===== config.mk =====
export PLATFORM = sky130hd
export DESIGN_NAME = uafr_rx_end_flat
export DESIGN_NICKNAME = d
export VERILOG_FILES = /design/src/pkg/uafr_pkg.sv /design/src/pkg/uafr_link_if.sv /design/src/rtl/uafr_rx_end.sv /design/src/flat_wrapper.sv
export VERILOG_INCLUDE_DIRS = /design/src /design/src/pkg
export SDC_FILE = /design/constraint.sdc
export NUM_CORES = 1
export LEC_CHECK = 0
export BUFFER_PORTS_ARGS = -buffer_cell sky130_fd_sc_hd__buf_2
export CAP_MARGIN = 5
export CORE_ASPECT_RATIO = 0.7
export CORE_UTILIZATION = 55
export DETAILED_ROUTE_END_ITERATION = 10
export PLACE_DENSITY = 0.79
export SLEW_MARGIN = 10
export SYNTH_ARGS = -nofsm -noshare
export SYNTH_HDL_FRONTEND = slang
export SYNTH_SLANG_ARGS = --single-unit

===== constraint.sdc =====
create_clock -name clock_i -period 2.9 [get_ports clock_i]
set_clock_uncertainty 0.2 [all_clocks]
set_input_delay 0.145 -clock clock_i [delete_from_list [all_inputs] [get_ports clock_i]]
set_output_delay 0.145 -clock clock_i [all_outputs]
set_load 0.005 [all_outputs]

===== src/pkg/uafr_defs.svh =====
`ifndef UAFR_DEFS_SVH
`define UAFR_DEFS_SVH

// register byte addresses on the axi4-lite slave
`define UAFR_REG_MODE 8'h00
`define UAFR_REG_DIV 8'h04
`define UAFR_REG_STATUS 8'h08
`define UAFR_REG_MASK 8'h0C
`define UAFR_REG_DATA 8'h10

// mode register fields
`define UAFR_MODE_EN 0
`define UAFR_MODE_CHAR7 1
`define UAFR_MODE_PAR_EN 2
`define UAFR_MODE_PAR_ODD 3
`define UAFR_MODE_TWO_END 4
`define UAFR_MODE_HALF 5
`define UAFR_MODE_RST 6'h00
`define UAFR_DIV_RST 16'h0000

// status and mask fields
`define UAFR_ST_DONE 0
`define UAFR_ST_PERR 1
`define UAFR_ST_FERR 2
`define UAFR_ST_OVR 3

// oversample counts: last tick of a bit and of half a bit
`define UAFR_FULL_LAST 4'hF
`define UAFR_FULL_LAST_HALF 4'h7
`define UAFR_MID_LAST 4'h7
`define UAFR_MID_LAST_HALF 4'h3

// index of the last character bit
`define UAFR_IDX_LAST8 3'h7
`define UAFR_IDX_LAST7 3'h6

// line levels
`define UAFR_LINE_IDLE 1'h1
`define UAFR_LINE_LEAD 1'h0

// axi responses
`define UAFR_RESP_OKAY 2'h0
`define UAFR_RESP_SLVERR 2'h2

`endif


===== src/pkg/uafr_pkg.sv =====
package uafr_pkg;

	// frame position of either end
	typedef enum logic [2:0] {
		FS_IDLE,
		FS_LEAD,
		FS_CHAR,
		FS_CHECK,
		FS_END,
		FS_END2
	} uafr_fsm_e;

	// receiver end state
	typedef struct packed {
		logic sync1; // first synchroniser stage
		logic sync2; // second synchroniser stage
		logic [15:0] divcnt; // clocks to next oversample tick
		logic [3:0] cnt; // oversample ticks within a bit
		logic [2:0] idx; // character bit index
		uafr_fsm_e st; // frame position
		logic [7:0] sh; // character being assembled
		logic perr; // parity result of this frame
		logic [7:0] chr; // last received character
		logic chr_stb; // one-cycle arrival pulse
		logic [5:0] mode; // mode register
		logic [15:0] div; // divider register
		logic [3:0] status; // sticky events
		logic [3:0] mask; // interrupt mask
		logic aw_held; // write address captured
		logic [7:0] awaddr; // captured write address
		logic w_held; // write data captured
		logic [31:0] wdata; // captured write data
		logic [3:0] wstrb; // captured byte enables
		logic bvalid; // write response pending
		logic [1:0] bresp; // write response code
		logic rvalid; // read data pending
		logic [1:0] rresp; // read response code
		logic [31:0] rdata; // read data
	} uafr_rx_s;

	// transmitter end state
	typedef struct packed {
		logic [15:0] divcnt; // clocks to next oversample tick
		logic [3:0] cnt; // oversample ticks within a bit
		logic [2:0] idx; // character bit index
		uafr_fsm_e st; // frame position
		logic [7:0] sh; // character being shifted out
		logic pbit; // check bit of this frame
		logic line; // serial line level
	} uafr_tx_s;

	// check bit giving an odd or even count of ones
	function automatic logic char_parity(input logic [7:0] ch, input logic odd);
		return (^ch) ^ odd;
	endfunction : char_parity

	// byte-lane merge of a write into an old word
	function automatic logic [31:0] strb_merge(input logic [31:0] old_w,
		input logic [31:0] new_w, input logic [3:0] strb);
		logic [31:0] r;
		r = old_w;
		for (int i = 0; i < 4; i++) begin
			if (strb[i]) begin
				r[i*8 +: 8] = new_w[i*8 +: 8];
			end
		end
		return r;
	endfunction : strb_merge

endpackage : uafr_pkg


===== src/pkg/uafr_link_if.sv =====
`timescale 1ns/1ps
// single asynchronous serial line, idle high
interface uafr_link_if;
	logic serial_in_pin; // line level, driven by the transmitter end
	modport tx_mp (output serial_in_pin);
	modport rx_mp (input serial_in_pin);
endinterface : uafr_link_if


===== src/rtl/uafr_rx_end.sv =====
`timescale 1ns/1ps
`include "uafr_defs.svh"
// Overview of operation
// - frame opens with one low lead bit
// - character field is seven or eight bits
// - optional odd or even check bit
// - one or two high end bits close frame
// - receiver checks only the first end bit
// - normal mode: sixteen ticks per bit
// - low line at a tick starts synchronisation
// - lead bit sampled at eighth tick
// - later samples every sixteen ticks
// - half rate: eight ticks, sample at fourth
// - half-rate end sample 3.5 to 4.5 ticks late
// - data captured at tick, end bit required
// - two end bits count as one for timing
// - slow sender starts end bit before sample
// - fast sender holds end bit past sample
// - back-to-back senders should use two end bits
module uafr_rx_end (
	input wire logic clock_i,
	input wire logic rst_i,
	uafr_link_if.rx_mp link,
	output logic [7:0] char_o, // last received character
	output logic char_stb_o, // one-cycle pulse per frame
	output logic irq_o, // unmasked sticky event pending
	input wire logic [7:0] s_axi_awaddr_i,
	input wire logic s_axi_awvalid_i,
	output logic s_axi_awready_o,
	input wire logic [31:0] s_axi_wdata_i,
	input wire logic [3:0] s_axi_wstrb_i,
	input wire logic s_axi_wvalid_i,
	output logic s_axi_wready_o,
	output logic [1:0] s_axi_bresp_o,
	output logic s_axi_bvalid_o,
	input wire logic s_axi_bready_i,
	input wire logic [7:0] s_axi_araddr_i,
	input wire logic s_axi_arvalid_i,
	output logic s_axi_arready_o,
	output logic [31:0] s_axi_rdata_o,
	output logic [1:0] s_axi_rresp_o,
	output logic s_axi_rvalid_o,
	input wire logic s_axi_rready_i
);

	uafr_pkg::uafr_rx_s s; // registered state
	uafr_pkg::uafr_rx_s n; // next state
	logic tick; // oversample tick
	logic bit_in; // synchronised line level
	logic [3:0] full_last; // last tick of a bit
	logic [3:0] mid_last; // tick of the lead-bit sample
	logic [2:0] idx_last; // last character bit index
	logic [3:0] stat_set; // events raised this cycle
	logic [3:0] stat_clr; // write-one-to-clear bits
	logic [31:0] merged; // write data merged with old word

	// handshake outputs straight from state
	assign s_axi_awready_o = !s.aw_held && !s.bvalid;
	assign s_axi_wready_o = !s.w_held && !s.bvalid;
	assign s_axi_arready_o = !s.rvalid;
	assign s_axi_bvalid_o = s.bvalid;
	assign s_axi_bresp_o = s.bresp;
	assign s_axi_rvalid_o = s.rvalid;
	assign s_axi_rresp_o = s.rresp;
	assign s_axi_rdata_o = s.rdata;
	assign char_o = s.chr;
	assign char_stb_o = s.chr_stb;
	assign irq_o = |(s.status & s.mask);

	// next-state logic: line sampler, frame decode, register slave
	always_comb begin
		n = s;
		stat_set = 4'h0;
		stat_clr = 4'h0;
		merged = 32'h0000_0000;
		// only the second stage is read
		n.sync1 = link.serial_in_pin;
		n.sync2 = s.sync1;
		bit_in = s.sync2;
		n.chr_stb = 1'b0;
		// oversample tick from the divider
		tick = (s.divcnt == 16'h0000);
		n.divcnt = tick ? s.div : s.divcnt - 16'h0001;
		// sixteen or eight ticks per bit
		full_last = s.mode[`UAFR_MODE_HALF] ? `UAFR_FULL_LAST_HALF
			: `UAFR_FULL_LAST;
		mid_last = s.mode[`UAFR_MODE_HALF] ? `UAFR_MID_LAST_HALF
			: `UAFR_MID_LAST;
		idx_last = s.mode[`UAFR_MODE_CHAR7] ? `UAFR_IDX_LAST7 : `UAFR_IDX_LAST8;
		case (s.st)
			uafr_pkg::FS_IDLE: begin
				// low level at a tick starts synchronisation
				if (s.mode[`UAFR_MODE_EN] && tick && bit_in == `UAFR_LINE_LEAD) begin
					n.st = uafr_pkg::FS_LEAD;
					n.cnt = 4'h0;
				end
			end
			uafr_pkg::FS_LEAD: begin
				// mid-bit lead sample; high means a glitch
				if (tick) begin
					if (s.cnt == mid_last) begin
						n.cnt = 4'h0;
						n.idx = 3'h0;
						n.perr = 1'b0;
						n.st = (bit_in == `UAFR_LINE_LEAD) ? uafr_pkg::FS_CHAR
							: uafr_pkg::FS_IDLE;
					end else begin
						n.cnt = s.cnt + 4'h1;
					end
				end
			end
			uafr_pkg::FS_CHAR: begin
				// one sample per bit period, lsb first
				if (tick) begin
					if (s.cnt == full_last) begin
						n.cnt = 4'h0;
						n.idx = s.idx + 3'h1;
						n.sh = {bit_in, s.sh[7:1]};
						if (s.idx == idx_last) begin
							// seven-bit characters land right-aligned
							if (s.mode[`UAFR_MODE_CHAR7]) begin
								n.sh = {1'b0, bit_in, s.sh[7:2]};
							end
							n.st = s.mode[`UAFR_MODE_PAR_EN] ? uafr_pkg::FS_CHECK
								: uafr_pkg::FS_END;
						end
					end else begin
						n.cnt = s.cnt + 4'h1;
					end
				end
			end
			uafr_pkg::FS_CHECK: begin
				// compare check bit with selected parity
				if (tick) begin
					if (s.cnt == full_last) begin
						n.cnt = 4'h0;
						n.perr = uafr_pkg::char_parity(s.sh,
							s.mode[`UAFR_MODE_PAR_ODD]) != bit_in;
						n.st = uafr_pkg::FS_END;
					end else begin
						n.cnt = s.cnt + 4'h1;
					end
				end
			end
			uafr_pkg::FS_END: begin
				// only the first end bit is checked; back to idle at once
				if (tick) begin
					if (s.cnt == full_last) begin
						n.cnt = 4'h0;
						n.chr = s.sh;
						n.chr_stb = 1'b1;
						stat_set[`UAFR_ST_DONE] = 1'b1;
						stat_set[`UAFR_ST_PERR] = s.perr;
						stat_set[`UAFR_ST_FERR] = (bit_in == `UAFR_LINE_LEAD);
						stat_set[`UAFR_ST_OVR] = s.status[`UAFR_ST_DONE];
						n.st = uafr_pkg::FS_IDLE;
					end else begin
						n.cnt = s.cnt + 4'h1;
					end
				end
			end
			default: begin
				n.st = uafr_pkg::FS_IDLE;
			end
		endcase
		// disabling abandons any frame in progress
		if (!s.mode[`UAFR_MODE_EN]) begin
			n.st = uafr_pkg::FS_IDLE;
		end
		// write address and data taken in either order
		if (s_axi_awvalid_i && s_axi_awready_o) begin
			n.aw_held = 1'b1;
			n.awaddr = s_axi_awaddr_i;
		end
		if (s_axi_wvalid_i && s_axi_wready_o) begin
			n.w_held = 1'b1;
			n.wdata = s_axi_wdata_i;
			n.wstrb = s_axi_wstrb_i;
		end
		// perform the write once both halves are held
		if (s.aw_held && s.w_held) begin
			n.aw_held = 1'b0;
			n.w_held = 1'b0;
			n.bvalid = 1'b1;
			n.bresp = `UAFR_RESP_OKAY;
			if (s.awaddr == `UAFR_REG_MODE) begin
				merged = uafr_pkg::strb_merge({26'h0, s.mode}, s.wdata, s.wstrb);
				n.mode = merged[5:0];
			end else if (s.awaddr == `UAFR_REG_DIV) begin
				merged = uafr_pkg::strb_merge({16'h0, s.div}, s.wdata, s.wstrb);
				n.div = merged[15:0];
			end else if (s.awaddr == `UAFR_REG_STATUS) begin
				merged = uafr_pkg::strb_merge(32'h0, s.wdata, s.wstrb);
				stat_clr = merged[3:0];
			end else if (s.awaddr == `UAFR_REG_MASK) begin
				merged = uafr_pkg::strb_merge({28'h0, s.mask}, s.wdata, s.wstrb);
				n.mask = merged[3:0];
			end else if (s.awaddr == `UAFR_REG_DATA) begin
				n.bresp = `UAFR_RESP_OKAY;
			end else begin
				n.bresp = `UAFR_RESP_SLVERR;
			end
		end
		if (s.bvalid && s_axi_bready_i) begin
			n.bvalid = 1'b0;
		end
		// read data captured when the address is taken
		if (s_axi_arvalid_i && s_axi_arready_o) begin
			n.rvalid = 1'b1;
			n.rresp = `UAFR_RESP_OKAY;
			if (s_axi_araddr_i == `UAFR_REG_MODE) begin
				n.rdata = {26'h0, s.mode};
			end else if (s_axi_araddr_i == `UAFR_REG_DIV) begin
				n.rdata = {16'h0, s.div};
			end else if (s_axi_araddr_i == `UAFR_REG_STATUS) begin
				n.rdata = {28'h0, s.status};
			end else if (s_axi_araddr_i == `UAFR_REG_MASK) begin
				n.rdata = {28'h0, s.mask};
			end else if (s_axi_araddr_i == `UAFR_REG_DATA) begin
				n.rdata = {24'h0, s.chr};
			end else begin
				n.rdata = 32'h0000_0000;
				n.rresp = `UAFR_RESP_SLVERR;
			end
		end else if (s.rvalid && s_axi_rready_i) begin
			n.rvalid = 1'b0;
		end
		// a new event wins over a clear in the same cycle
		n.status = (s.status & ~stat_clr) | stat_set;
	end

	// state register
	always_ff @(posedge clock_i) begin
		if (rst_i) begin
			s <= '0;
			s.sync1 <= `UAFR_LINE_IDLE;
			s.sync2 <= `UAFR_LINE_IDLE;
			s.mode <= `UAFR_MODE_RST;
			s.div <= `UAFR_DIV_RST;
		end else begin
			s <= n;
		end
	end

endmodule : uafr_rx_end


===== src/flat_wrapper.sv =====
// flat-port wrapper written by rule: the top's interface ports become plain ports
module uafr_rx_end_flat 
  (clock_i, rst_i, char_o, char_stb_o, irq_o, s_axi_awaddr_i, s_axi_awvalid_i, s_axi_awready_o, s_axi_wdata_i, s_axi_wstrb_i, s_axi_wvalid_i, s_axi_wready_o, s_axi_bresp_o, s_axi_bvalid_o, s_axi_bready_i, s_axi_araddr_i, s_axi_arvalid_i, s_axi_arready_o, s_axi_rdata_o, s_axi_rresp_o, s_axi_rvalid_o, s_axi_rready_i, link_serial_in_pin);
  uafr_link_if link_i ();
  input wire logic clock_i;
  input wire logic rst_i;
  output logic [7:0] char_o;
  output logic char_stb_o;
  output logic irq_o;
  input wire logic [7:0] s_axi_awaddr_i;
  input wire logic s_axi_awvalid_i;
  output logic s_axi_awready_o;
  input wire logic [31:0] s_axi_wdata_i;
  input wire logic [3:0] s_axi_wstrb_i;
  input wire logic s_axi_wvalid_i;
  output logic s_axi_wready_o;
  output logic [1:0] s_axi_bresp_o;
  output logic s_axi_bvalid_o;
  input wire logic s_axi_bready_i;
  input wire logic [7:0] s_axi_araddr_i;
  input wire logic s_axi_arvalid_i;
  output logic s_axi_arready_o;
  output logic [31:0] s_axi_rdata_o;
  output logic [1:0] s_axi_rresp_o;
  output logic s_axi_rvalid_o;
  input wire logic s_axi_rready_i;
  input wire logic [$bits(link_i.serial_in_pin)-1:0] link_serial_in_pin;
  assign link_i.serial_in_pin = link_serial_in_pin;
  uafr_rx_end u_core (.clock_i(clock_i), .rst_i(rst_i), .link(link_i), .char_o(char_o), .char_stb_o(char_stb_o), .irq_o(irq_o), .s_axi_awaddr_i(s_axi_awaddr_i), .s_axi_awvalid_i(s_axi_awvalid_i), .s_axi_awready_o(s_axi_awready_o), .s_axi_wdata_i(s_axi_wdata_i), .s_axi_wstrb_i(s_axi_wstrb_i), .s_axi_wvalid_i(s_axi_wvalid_i), .s_axi_wready_o(s_axi_wready_o), .s_axi_bresp_o(s_axi_bresp_o), .s_axi_bvalid_o(s_axi_bvalid_o), .s_axi_bready_i(s_axi_bready_i), .s_axi_araddr_i(s_axi_araddr_i), .s_axi_arvalid_i(s_axi_arvalid_i), .s_axi_arready_o(s_axi_arready_o), .s_axi_rdata_o(s_axi_rdata_o), .s_axi_rresp_o(s_axi_rresp_o), .s_axi_rvalid_o(s_axi_rvalid_o), .s_axi_rready_i(s_axi_rready_i));
endmodule

==> results.md, run 1 <==
* Slew @ Worst Pin at 0.949 ns
* CP top delay family: buffers and inverters
* HPWL Detailed at 9640 um
* Worst Path Required at 3.06 ns
* Startpoint types: primary input
* Core region area at 10300 sq um
* Slew headroom at 0.351
* Async S/R FF share, synth at 0
* Initial Util at 0.565
* Status: finished clean
* Avg WL per Cell at 16.1 um
* Critical setup path kind: primary input to flop
* Vias/cell at 5.69
* Share of the synthesized area in the top cell type at 0.425
* Crit path time final at 2.64 ns
* ANT cells at 0
* Seq/Total Area, Yosys at 0.425
* Root buffer cell: clkbuf_16
* WL final at 14800 um
* Reg clk slew, reported paths at 0.06 ns
* GRT Resource Usage Total at 0.275
* Inst Count DP at 853
* Top FF cell, synth: dfxtp_1
* Number of synthesized flops with an enable pin at 0
* Crit. End Element: flop
* Yosys top cell by area: dfxtp_1
* RSZ-0062 raised after global routing: no
* Die Area at 11000 sq um
* Slowest stage delay, CP at 0.65 ns
* Min-Delay Path Class: primary input to flop
* Drt drc at 0
* Longest Clk Path Bufs at 2
* First-pass GRT wire length at 23500 um
* Die width at 125 um
* FF+latch count, synth at 124
* Post-synth top cells: dfxtp_1, nand2_1, nor2_1
* Clk_lat worst skew at 0.42 ns
* FP Rows at 31
* CP max-delay cell: dlygate4sd3_1
* Fin. max-slew vios at 0
* # IOs at 111
* Crit-path cells: dlygate4sd3_1 -> buf_2 -> nor4_2 -> dlygate4sd3_1 -> nand3_1 -> a21oi_1 -> dlygate4sd3_1
* FMAX at 0.379 GHz
* Leak at 2.73 nW
* Share of layout cells above drive strength 1 at 0.177
* Max-cap viol count at 0
* Final std cells w/o fill at 923
* Ys Warns at 0
* RD Place Congestion at 0.892
* Largest net degree at the start of global routing at 48
* Syn_area_per_cell at 8.35 sq um
* Via Count at 5249
* Most frequent cell after synthesis: dfxtp_1
* DRT iter0 DRCs at 485
* Total gr overflow at 0
* Post-Syn Instances at 699
* DRT antenna net count at 0
* CP bufs+invs at 4
* Final Hold Viols at 0
* Top cell by count, worst path: dlygate4sd3_1
* Synthesized cell area at 5830 sq um
* Area Overhead vs Synth at 19.9%
* Sink Count at 124
* Die Y at 88.2 um
* Total CTS buffers at 17
* Final #Nets at 842
* # fillers at 775
* CTS tree: built
* Port buffer count at 74
* 1st-pass router iterations at 7
* Setup total negative slack at 0 ns
* Worst vdd ir at 0.533 mV
* Synth top area cells: dfxtp_1, nand2_1, a21oi_1
* Total power at 5.04 mW
* Crit path DAT at 2.80 ns
* Vias in the first global route at 4837
* Post-cts resize count at 0
* Initial antenna violation count at 0
* Post-synth cell types at 53
* Worst Path Max Fanout at 6
* Setup violators final at 0
* Final Cycle Share at 0.911
* Depth of the CTS H-tree at 4
* Pwr Density at 720 nW/um^2
-- registers in the layout, summed over array words and instances, names as in the netlist --
signal                 flops
u_core.char_stb_o          1
u_core.s                  93
u_core.s_axi_rvalid_o      1
u_core.char_o              8
u_core.bit_in              1
u_core.s_axi_rdata_o      16
u_core.n                   1
u_core.s_axi_bvalid_o      1
u_core.s_axi_bresp_o       1
u_core.s_axi_rresp_o       1
-- area by class of cell --
class                      instances  area (sq um)  share of cell area
multi-input combinational        503          2900               0.415
sequential                       124          2480               0.355
timing repair buffer             122           821               0.117
clock buffer                      17           425              0.0608
tap                              132           165              0.0236
clock inverter                    15           161              0.0231
inverter                          10          37.5             0.00537
-- timing repair --
action                                  CTS  global route
hold buffers                             35             0
hold endpoints to repair                 45             0
endpoints found under the setup margin    0            20
setup buffers                             0             3
-- worst register-to-register path: stages (launching register included) --
cell	delay (ns)
dfxtp_1	0.32
inv_1	0.12
ha_1	0.20
nor4b_1	0.38
nand4_1	0.30
nor4_1	0.62
o211ai_1	0.15
a31oi_1	0.18
-- worst paths after layout --
| path | startpoint | end | slack (ns) | cells after the start |
|---|---|---|---|---|
| worst min-delay path | s_axi_awvalid_i | u_core.s[82]$_SDFFE_PP0P_ | 0.02 | 4 |
| worst max register to register | u_core.s[142]$_SDFF_PP0_ | u_core.s[141]$_SDFFE_PP0P_ | 0.34 | 7 |
| worst min register to register | u_core.n[158]$_SDFF_PP1_ | u_core.bit_in$_SDFF_PP1_ | 0.21 | 1 |
| worst max-delay path | s_axi_araddr_i[3] | u_core.s_axi_rdata_o[5]$_SDFFE_PP0P_ | 0.26 | 7 |
-- per-stage QoR --
stage / cell area, sq um / util / hold WS (ns) / setup WS [ns]
2_1_floorplan: 5900 / - / 0.0440 / 0.776
3_3_place_gp: 6040 / 0.585 / 0.128 / 0.362
3_5_place_dp: 6040 / 0.585 / 0.132 / 0.294
4_1_cts: 6970 / 0.676 / 0.0110 / 0.213
5_1_grt: 7000 / 0.678 / 0.0632 / 0.0168
6_report: 7000 / 0.678 / 0.0166 / 0.259
-- power breakdown --
group	total (mW)	leakage, nW	switching (mW)	internal [mW]
sequential	1.98	1.01	0.144	1.84
combinational	0.953	1.45	0.524	0.429
clock	2.10	0.277	0.830	1.27
total	5.04	2.73	1.50	3.54
-- metal layers --
layer  up-vias  wire length (um)  track usage
li1       2531                 -            -
met1      2488              6650        0.350
met3        36              1090       0.0648
met2       194              6800        0.457
met5         -                 0            0
met4         0               293        0.109
-- cells by family after synthesis --
group           share of synthesized area
mux                                0.0652
other cells                      0.000643
fa+ha+maj                         0.00858
xor+xnor                           0.0360
simple gates                        0.229
buf+inv                            0.0879
flops                               0.425
compound gates                      0.147
-- cell usage in the layout (no fill, tap or decap), types with 6 or more instances in the layout --
cell,netlist,final
conb_1,1,18
nand3_1,12,12
mux2_2,8,8
nor2_1,75,75
or3_1,6,6
a211oi_1,24,24
clkbuf_16,0,17
dfxtp_1,124,124
nand2b_1,8,8
mux2i_1,29,29
nor2b_1,6,6
xor2_1,6,6
nor4_1,9,9
buf_2,5,73
nand3b_1,6,6
a22oi_1,13,13
dlygate4sd3_1,0,35
a21oi_1,69,69
nand2_1,116,116
inv_1,10,10
o21ai_0,16,16
xnor2_1,18,18
buf_4,44,14
nor3_1,7,7
Power figures use the tool's default switching activity.
==> run 2, diff against run 1 <==
--- a/config.mk
+++ b/config.mk
@@ -11,7 +11,9 @@
 export CORE_ASPECT_RATIO = 0.7
 export CORE_UTILIZATION = 55
 export DETAILED_ROUTE_END_ITERATION = 10
+export MAX_ROUTING_LAYER = met4
 export PLACE_DENSITY = 0.79
+export RECOVER_POWER = 25
 export SLEW_MARGIN = 10
 export SYNTH_ARGS = -nofsm -noshare
 export SYNTH_HDL_FRONTEND = slang
==> constraint.sdc (replaced) <==
create_clock -name clock_i -period 2.9 [get_ports clock_i]
set_clock_uncertainty 0.2 [all_clocks]
set_input_delay 0 -clock clock_i [delete_from_list [all_inputs] [get_ports clock_i]]
set_output_delay 0 -clock clock_i [all_outputs]
set_load 0.005 [all_outputs]
==> run 2 against run 1 <==
Compared with the run above:
- global-route usage up 3.9 points
- critical path depth up 1
- clock power about the same
- core utilization up 2.3 points
- highest routed layer unchanged
- register-to-register slack worse by 0.09 ns
- via count up 6.4%
- fmax down 2.4%
- the run now ends with hold timing, capacitance limit, slew limit left
- first-iteration DRC count up 39%
==> results.md, run 2 (synthesis gave the netlist of run 1 again) <==
* DRT antenna net count at 0 (unchanged)
* Pwr Density at 703 nW/um^2 (-2.4%)
* CTS tree: built
* Crit-path cells: dlygate4sd3_1 -> buf_2 -> or4_4 -> a211oi_1 -> dlygate4sd3_1 -> o21ai_0 -> a211oi_1 -> dlygate4sd3_1
* Worst Path Required at 3.06 ns (about the same)
* Avg WL per Cell at 17.2 um (+6.8%)
* Crit path time final at 2.71 ns (+0.0655 ns)
* Max-cap viol count at 1 (+1)
* Final #Nets at 867 (+3.0%)
* Slowest stage delay, CP at 0.57 ns (-0.08 ns)
* Critical setup path kind: primary input to flop
* GRT Resource Usage Total at 0.313 (+0.0385)
* WHS at -0.00866 ns (-0.0252 ns)
* Via Count at 5586 (+6.4%)
* Area Overhead vs Synth at 23.9%
* WL final at 16300 um (+9.5%)
* DRT iter0 DRCs at 676 (+39%)
* Longest Clk Path Bufs at 2 (unchanged)
* Die width at 125 um (unchanged)
* Core region area at 10300 sq um (unchanged)
* Die Y at 88.2 um (unchanged)
* FMAX at 0.370 GHz (-2.4%)
* Total CTS buffers at 17 (unchanged)
* Crit. End Element: flop
* Share of layout cells above drive strength 1 at 0.136 (-0.0408)
* Leak at 2.79 nW (+1.9%)
* Worst vdd ir at 0.481 mV (-9.9%)
* Crit path DAT at 2.86 ns (+0.06 ns)
* Vias in the first global route at 5287 (+9.3%)
* Sink Count at 124 (unchanged)
* Status: finished with violations
* Slew @ Worst Pin at 1.54 ns (+0.592 ns)
* Depth of the CTS H-tree at 4 (unchanged)
* CP bufs+invs at 4 (unchanged)
* Root buffer cell: clkbuf_16
* Largest net degree at the start of global routing at 75 (+56%)
* Final Cycle Share at 0.933 (+0.0226)
* Top cell by count, worst path: dlygate4sd3_1
* Initial antenna violation count at 0 (unchanged)
* Reg clk slew, reported paths at 0.05 ns (about the same)
* RSZ-0062 raised after global routing: no
* Commonest non-fill, non-tap cell in the layout: dfxtp_1
* Startpoint types: primary input
* R2R cell count at 7 (unchanged)
* Worst Path Max Fanout at 5 (-1)
* Most frequent cells in the layout: dfxtp_1, nand2_1, nor2_1
* Die Area at 11000 sq um (unchanged)
* Setup total negative slack at 0 ns (unchanged)
* Failing checks: hold timing, capacitance limit, slew limit
* Total gr overflow at 0 (unchanged)
* Reg with most FFs: u_core.s
* Max reg flops at 93 (unchanged)
* Clk_lat worst skew at 0.41 ns (about the same)
* Min-Delay Path Class: primary input to flop
* Initial Util at 0.565 (unchanged)
* # IOs at 111 (unchanged)
* First-pass GRT wire length at 25900 um (+10%)
* Final Hold Viols at 1 (+1)
* FP Rows at 31 (unchanged)
* Vias/cell at 5.90 (+3.7%)
* HPWL Detailed at 9850 um (+2.1%)
* CP top delay family: buffers and inverters
* 1st-pass router iterations at 7 (unchanged)
* Total power at 5.08 mW (+0.83%)
* Setup violators final at 0 (unchanged)
* Fin. max-slew vios at 75 (+75)
* RD Place Congestion at 0.893 (+0.16%)
* Slew headroom at -0.0272 (-0.378)
* ANT cells at 0 (unchanged)
* Hold path cells at 5 (+1)
* CP max-delay cell: dlygate4sd3_1
* Worst path depth at 8 (+1)
* Port buffer count at 74 (unchanged)
* # fillers at 749 (-3.4%)
* Drt drc at 0 (unchanged)
==> run 2: worst paths after layout <==
path / slack, ns / start / end
worst max register to register: 0.25 / u_core.s[142]$_SDFF_PP0_ / u_core.s[89]$_SDFF_PP0_
worst min-delay path: -0.009 / s_axi_araddr_i[4] / u_core.s_axi_rdata_o[1]$_SDFFE_PP0P_
worst min register to register: 0.21 / u_core.n[158]$_SDFF_PP1_ / u_core.bit_in$_SDFF_PP1_
worst max-delay path: 0.19 / s_axi_araddr_i[7] / u_core.s_axi_rdata_o[2]$_SDFFE_PP0P_
==> run 2: repair_timing <==
action | in CTS | in global routing
endpoints found under the setup margin | 0 | 1
hold buffers | 64 | 0
resized for setup | 0 | 1
buffers inserted | 0 | 0
hold endpoints to repair | 67 | 0
==> run 2: through the flow <==
step           cells  worst slack [ns]   util  cell area [sq um]  hold slack (ns)
2_1_floorplan    716             0.776      -               5900           -0.101
3_3_place_gp     852             0.471  0.584               6030          -0.0168
3_5_place_dp     852             0.413  0.584               6030          -0.0153
4_1_cts          947             0.168  0.703               7260           0.0616
5_1_grt          947            0.0812  0.701               7230         0.000912
6_report         947             0.194  0.701               7230         -0.00866
==> run 2: metal layers <==
metal  track usage  routed length, um
met5             -                  0
met3        0.0648               1150
met4         0.154                525
met1         0.361               6700
met2         0.528               7880
==> run 2: cell type report <==
class / instances / area, sq um / area share
repair buffers: 147 / 1050 / 0.146
flip-flops and latches: 124 / 2480 / 0.343
multi-input cells: 503 / 2910 / 0.402
clock buffers: 25 / 475 / 0.0658
well taps: 132 / 165 / 0.0228
inverters: 10 / 37.5 / 0.00519
clock inverters: 6 / 111 / 0.0154
==> run 2: power by group <==
group / internal (mW) / leakage [nW] / switching (mW) / total (mW)
Combinational: 0.425 / 1.50 / 0.553 / 0.978
Clock: 1.39 / 0.282 / 0.721 / 2.11
Sequential: 1.84 / 1.01 / 0.151 / 1.99
Total: 3.66 / 2.79 / 1.42 / 5.08
==> run 2: worst min-delay path: stages <==
cell	delay [ns]
buf_2	0.15
or4_4	0.18
a211oi_1	0.05
o21ai_0	0.09
a211oi_1	0.08
==> run 3, diff against run 2 <==
--- a/config.mk
+++ b/config.mk
@@ -6,13 +6,13 @@
 export SDC_FILE = /design/constraint.sdc
 export NUM_CORES = 1
 export LEC_CHECK = 0
-export BUFFER_PORTS_ARGS = -buffer_cell sky130_fd_sc_hd__buf_2
 export CAP_MARGIN = 5
 export CORE_ASPECT_RATIO = 0.7
-export CORE_UTILIZATION = 55
+export CORE_UTILIZATION = 62
 export DETAILED_ROUTE_END_ITERATION = 10
+export DONT_BUFFER_PORTS = 1
 export MAX_ROUTING_LAYER = met4
-export PLACE_DENSITY = 0.79
+export PLACE_DENSITY = 0.78
 export RECOVER_POWER = 25
 export SLEW_MARGIN = 10
 export SYNTH_ARGS = -nofsm -noshare
==> run 3 against run 2 <==
Compared with the run above:
- the flow now finishes without violations
- critical path depth fell by 1
- largest power group unchanged
- largest cell class unchanged
- sequential power barely moved
- worst setup slack got worse by 0.070 ns
==> results.md, run 3 (synthesis gave the netlist of run 1 again) <==
* Die Y at 83.2 um (-5.7%)
* Min-Delay Path Class: primary input to flop
* Total gr overflow at 0 (unchanged)
* Slew headroom at 0.0892 (+0.116)
* Clock power share at 0.430 (+0.014)
* Root buffer cell: clkbuf_16
* Final Hold Viols at 0 (-1)
* Worst Min Path Start: link_serial_in_pin
* Die width at 118 um (-5.7%)
* FF-to-FF Start: u_core.s_axi_bvalid_o$_SDFFE_PP0P_
* Most frequent cells in the layout: dfxtp_1, nand2_1, nor2_1
* Port buffer count at 0 (-100%)
* Seq pwr share at 0.388 (-0.004)
* Worst Hold Endpoint: u_core.n[158]$_SDFF_PP1_
* 1st-pass router iterations at 6 (-1)
* Total CTS buffers at 17 (unchanged)
* Worst Path Max Fanout at 3 (-2)
* Top cell by count, worst path: dlygate4sd3_1
* GRT Resource Usage Total at 0.346 (+0.0333)
* Die Area at 9810 sq um (-11%)
* Share of layout cells above drive strength 1 at 0.0798 (-0.0564)
* Setup violators final at 0 (unchanged)
* Sw Pwr at 1.46 mW (+2.4%)
* CTS tree: built
* Initial Util at 0.641 (+0.0751)
* Area Overhead vs Synth at 18.3%
* Max reg flops at 93 (unchanged)
* Final Cycle Share at 0.957 (+0.0240)
* Status: finished clean
* CP max-delay cell: dlygate4sd3_1
* DRT iter0 DRCs at 577 (-15%)
* Hold path cells at 2 (-3)
* Reg clk slew, reported paths at 0.06 ns (about the same)
* FP Rows at 29 (-6.5%)
* Clk_lat worst skew at 0.41 ns (about the same)
* # IOs at 111 (unchanged)
* Via Count at 5275 (-5.6%)
* Drt drc at 0 (unchanged)
* Inst Count DP at 767 (-10%)
* Final #Nets at 790 (-8.9%)
* R2R cell count at 6 (-1)
* Critical setup path kind: primary input to flop
* Max-cap viol count at 0 (-1)
* Depth of the CTS H-tree at 4 (unchanged)
* Total setup buffers inserted after CTS at 0 (unchanged)
* Core region area at 9110 sq um (-12%)
* Vias/cell at 6.11 (+3.6%)
* Vias in the first global route at 5299 (+0.23%)
* Crit path DAT at 2.88 ns (+0.02 ns)
* FMAX at 0.360 GHz (-2.5%)
* Slowest stage delay, CP at 0.61 ns (+0.04 ns)
* Startpoint types: primary input
* Leak at 2.50 nW (-10%)
* Commonest non-fill, non-tap cell in the layout: dfxtp_1
* Pwr Density at 747 nW/um^2 (+6.2%)
* First-pass GRT wire length at 25800 um (-0.69%)
* HPWL Detailed at 9230 um (-6.3%)
* Reg with most FFs: u_core.s
* Final std cells w/o fill at 863 (-8.9%)
* Fin. max-slew vios at 0 (-100%)
* Initial antenna violation count at 0 (unchanged)
* Internal at 3.69 mW (+0.95%)
* Avg WL per Cell at 18.8 um (+9.5%)
* Largest net degree at the start of global routing at 125 (+67%)
* Slew @ Worst Pin at 1.37 ns (-0.175 ns)
* Switching Fraction at 0.283 (+0.00297)
* Longest Clk Path Bufs at 2 (unchanged)
* Crit-path cells: dlygate4sd3_1 -> or4_4 -> a211oi_2 -> dlygate4sd3_1 -> o21ai_0 -> dlygate4sd3_1 -> a211oi_1
* WL final at 16200 um (-0.25%)
* Sink Count at 124 (unchanged)
* DRT antenna net count at 0 (unchanged)
* Minimum setup slack among reg-to-reg paths at 0.19 ns (-0.06 ns)
* RSZ-0062 raised after global routing: no
* CP bufs+invs at 3 (-1)
* Worst Path Required at 3.01 ns (-0.05 ns)
* Crit. End Element: flop
* ANT cells at 0 (unchanged)
* Setup total negative slack at 0 ns (unchanged)
* Reg-to-reg endpoint: u_core.s[80]$_SDFFE_PP0P_
* Worst vdd ir at 0.478 mV (-0.45%)
* Crit path time final at 2.78 ns (+0.0697 ns)
* CP top delay family: buffers and inverters
* RD Place Congestion at 0.929 (+4.0%)
* Comb pwr share at 0.182 (-0.010)
## run 3: cell count changes in the layout (fill, tap and decap cells not counted), moves of 2 or more
| cell | change |
|---|---|
| dlygate4sd3_1 | -2 |
| clkbuf_1 | -22 |
| buf_4 | -2 |
| clkbuf_2 | -3 |
| buf_2 | -53 |
| clkinv_2 | +2 |
## run 3: area by class of cell
type	instances	area (sq um)
Multi-Input combinational cell	503	2920
Sequential cell	124	2480
Fill cell	581	2210
Timing Repair Buffer	70	686
Clock buffer	21	450
Clock inverter	11	168
Tap cell	124	155
Inverter	10	37.5
## run 3: timing repair
| item | in CTS | in global routing |
|---|---|---|
| resized for setup | 0 | 4 |
| hold endpoints to repair | 124 | 0 |
| setup endpoints to repair | 0 | 2 |
| hold buffers | 64 | 0 |
## run 3: through the flow
step / power (mW) / area, sq um / worst slack, ns / utilization / hold slack [ns]
3_3_place_gp: 2.76 / 5620 / 0.492 / 0.617 / -0.123
6_report: 5.15 / 6900 / 0.124 / 0.758 / 0.0247
4_1_cts: 5.11 / 6900 / 0.164 / 0.758 / 0.0111
3_5_place_dp: 2.81 / 5620 / 0.427 / 0.617 / -0.121
5_1_grt: 5.34 / 6900 / 0.0389 / 0.758 / 0.0293
2_1_floorplan: 2.68 / 5900 / 0.776 / - / -0.101
## run 3: worst max-delay path by stage
stage | depth (start not counted) | slack (ns) | to | startpoint
finish | 7 | 0.12 | u_core.s_axi_rdata_o[2]$_SDFFE_PP0P_ | s_axi_araddr_i[6]
global route | 7 | 0.04 | u_core.s[141]$_SDFFE_PP0P_ | u_core.s[142]$_SDFF_PP0_
CTS | 7 | 0.16 | u_core.s_axi_rdata_o[6]$_SDFFE_PP0P_ | s_axi_araddr_i[3]
detailed placement | 7 | 0.43 | u_core.s[141]$_SDFFE_PP0P_ | u_core.s[142]$_SDFF_PP0_
global placement | 7 | 0.49 | u_core.s[141]$_SDFFE_PP0P_ | u_core.s[142]$_SDFF_PP0_
floorplan | 6 | 0.78 | u_core.s[92]$_SDFFE_PP0P_ | u_core.s[76]$_SDFFE_PP0P_
## run 3: power by group through the flow
stage          Combinational, mW  Sequential (mW)  Clock [mW]
3_5_place_dp               0.791             2.02           0
4_1_cts                    0.912             1.99        2.21
5_1_grt                     1.03             2.01        2.31
6_report                   0.938             2.00        2.22
2_1_floorplan              0.700             1.98           0
3_3_place_gp               0.759             2.01           0
## run 3: layer usage
layer  vias to the layer above  track usage  share of wire
li1                       2418            -              -
met1                      2500        0.410           0.41
met2                       306        0.558           0.47
met3                        51       0.0859          0.088
met4                         0        0.156          0.029
met5                         -            -              0
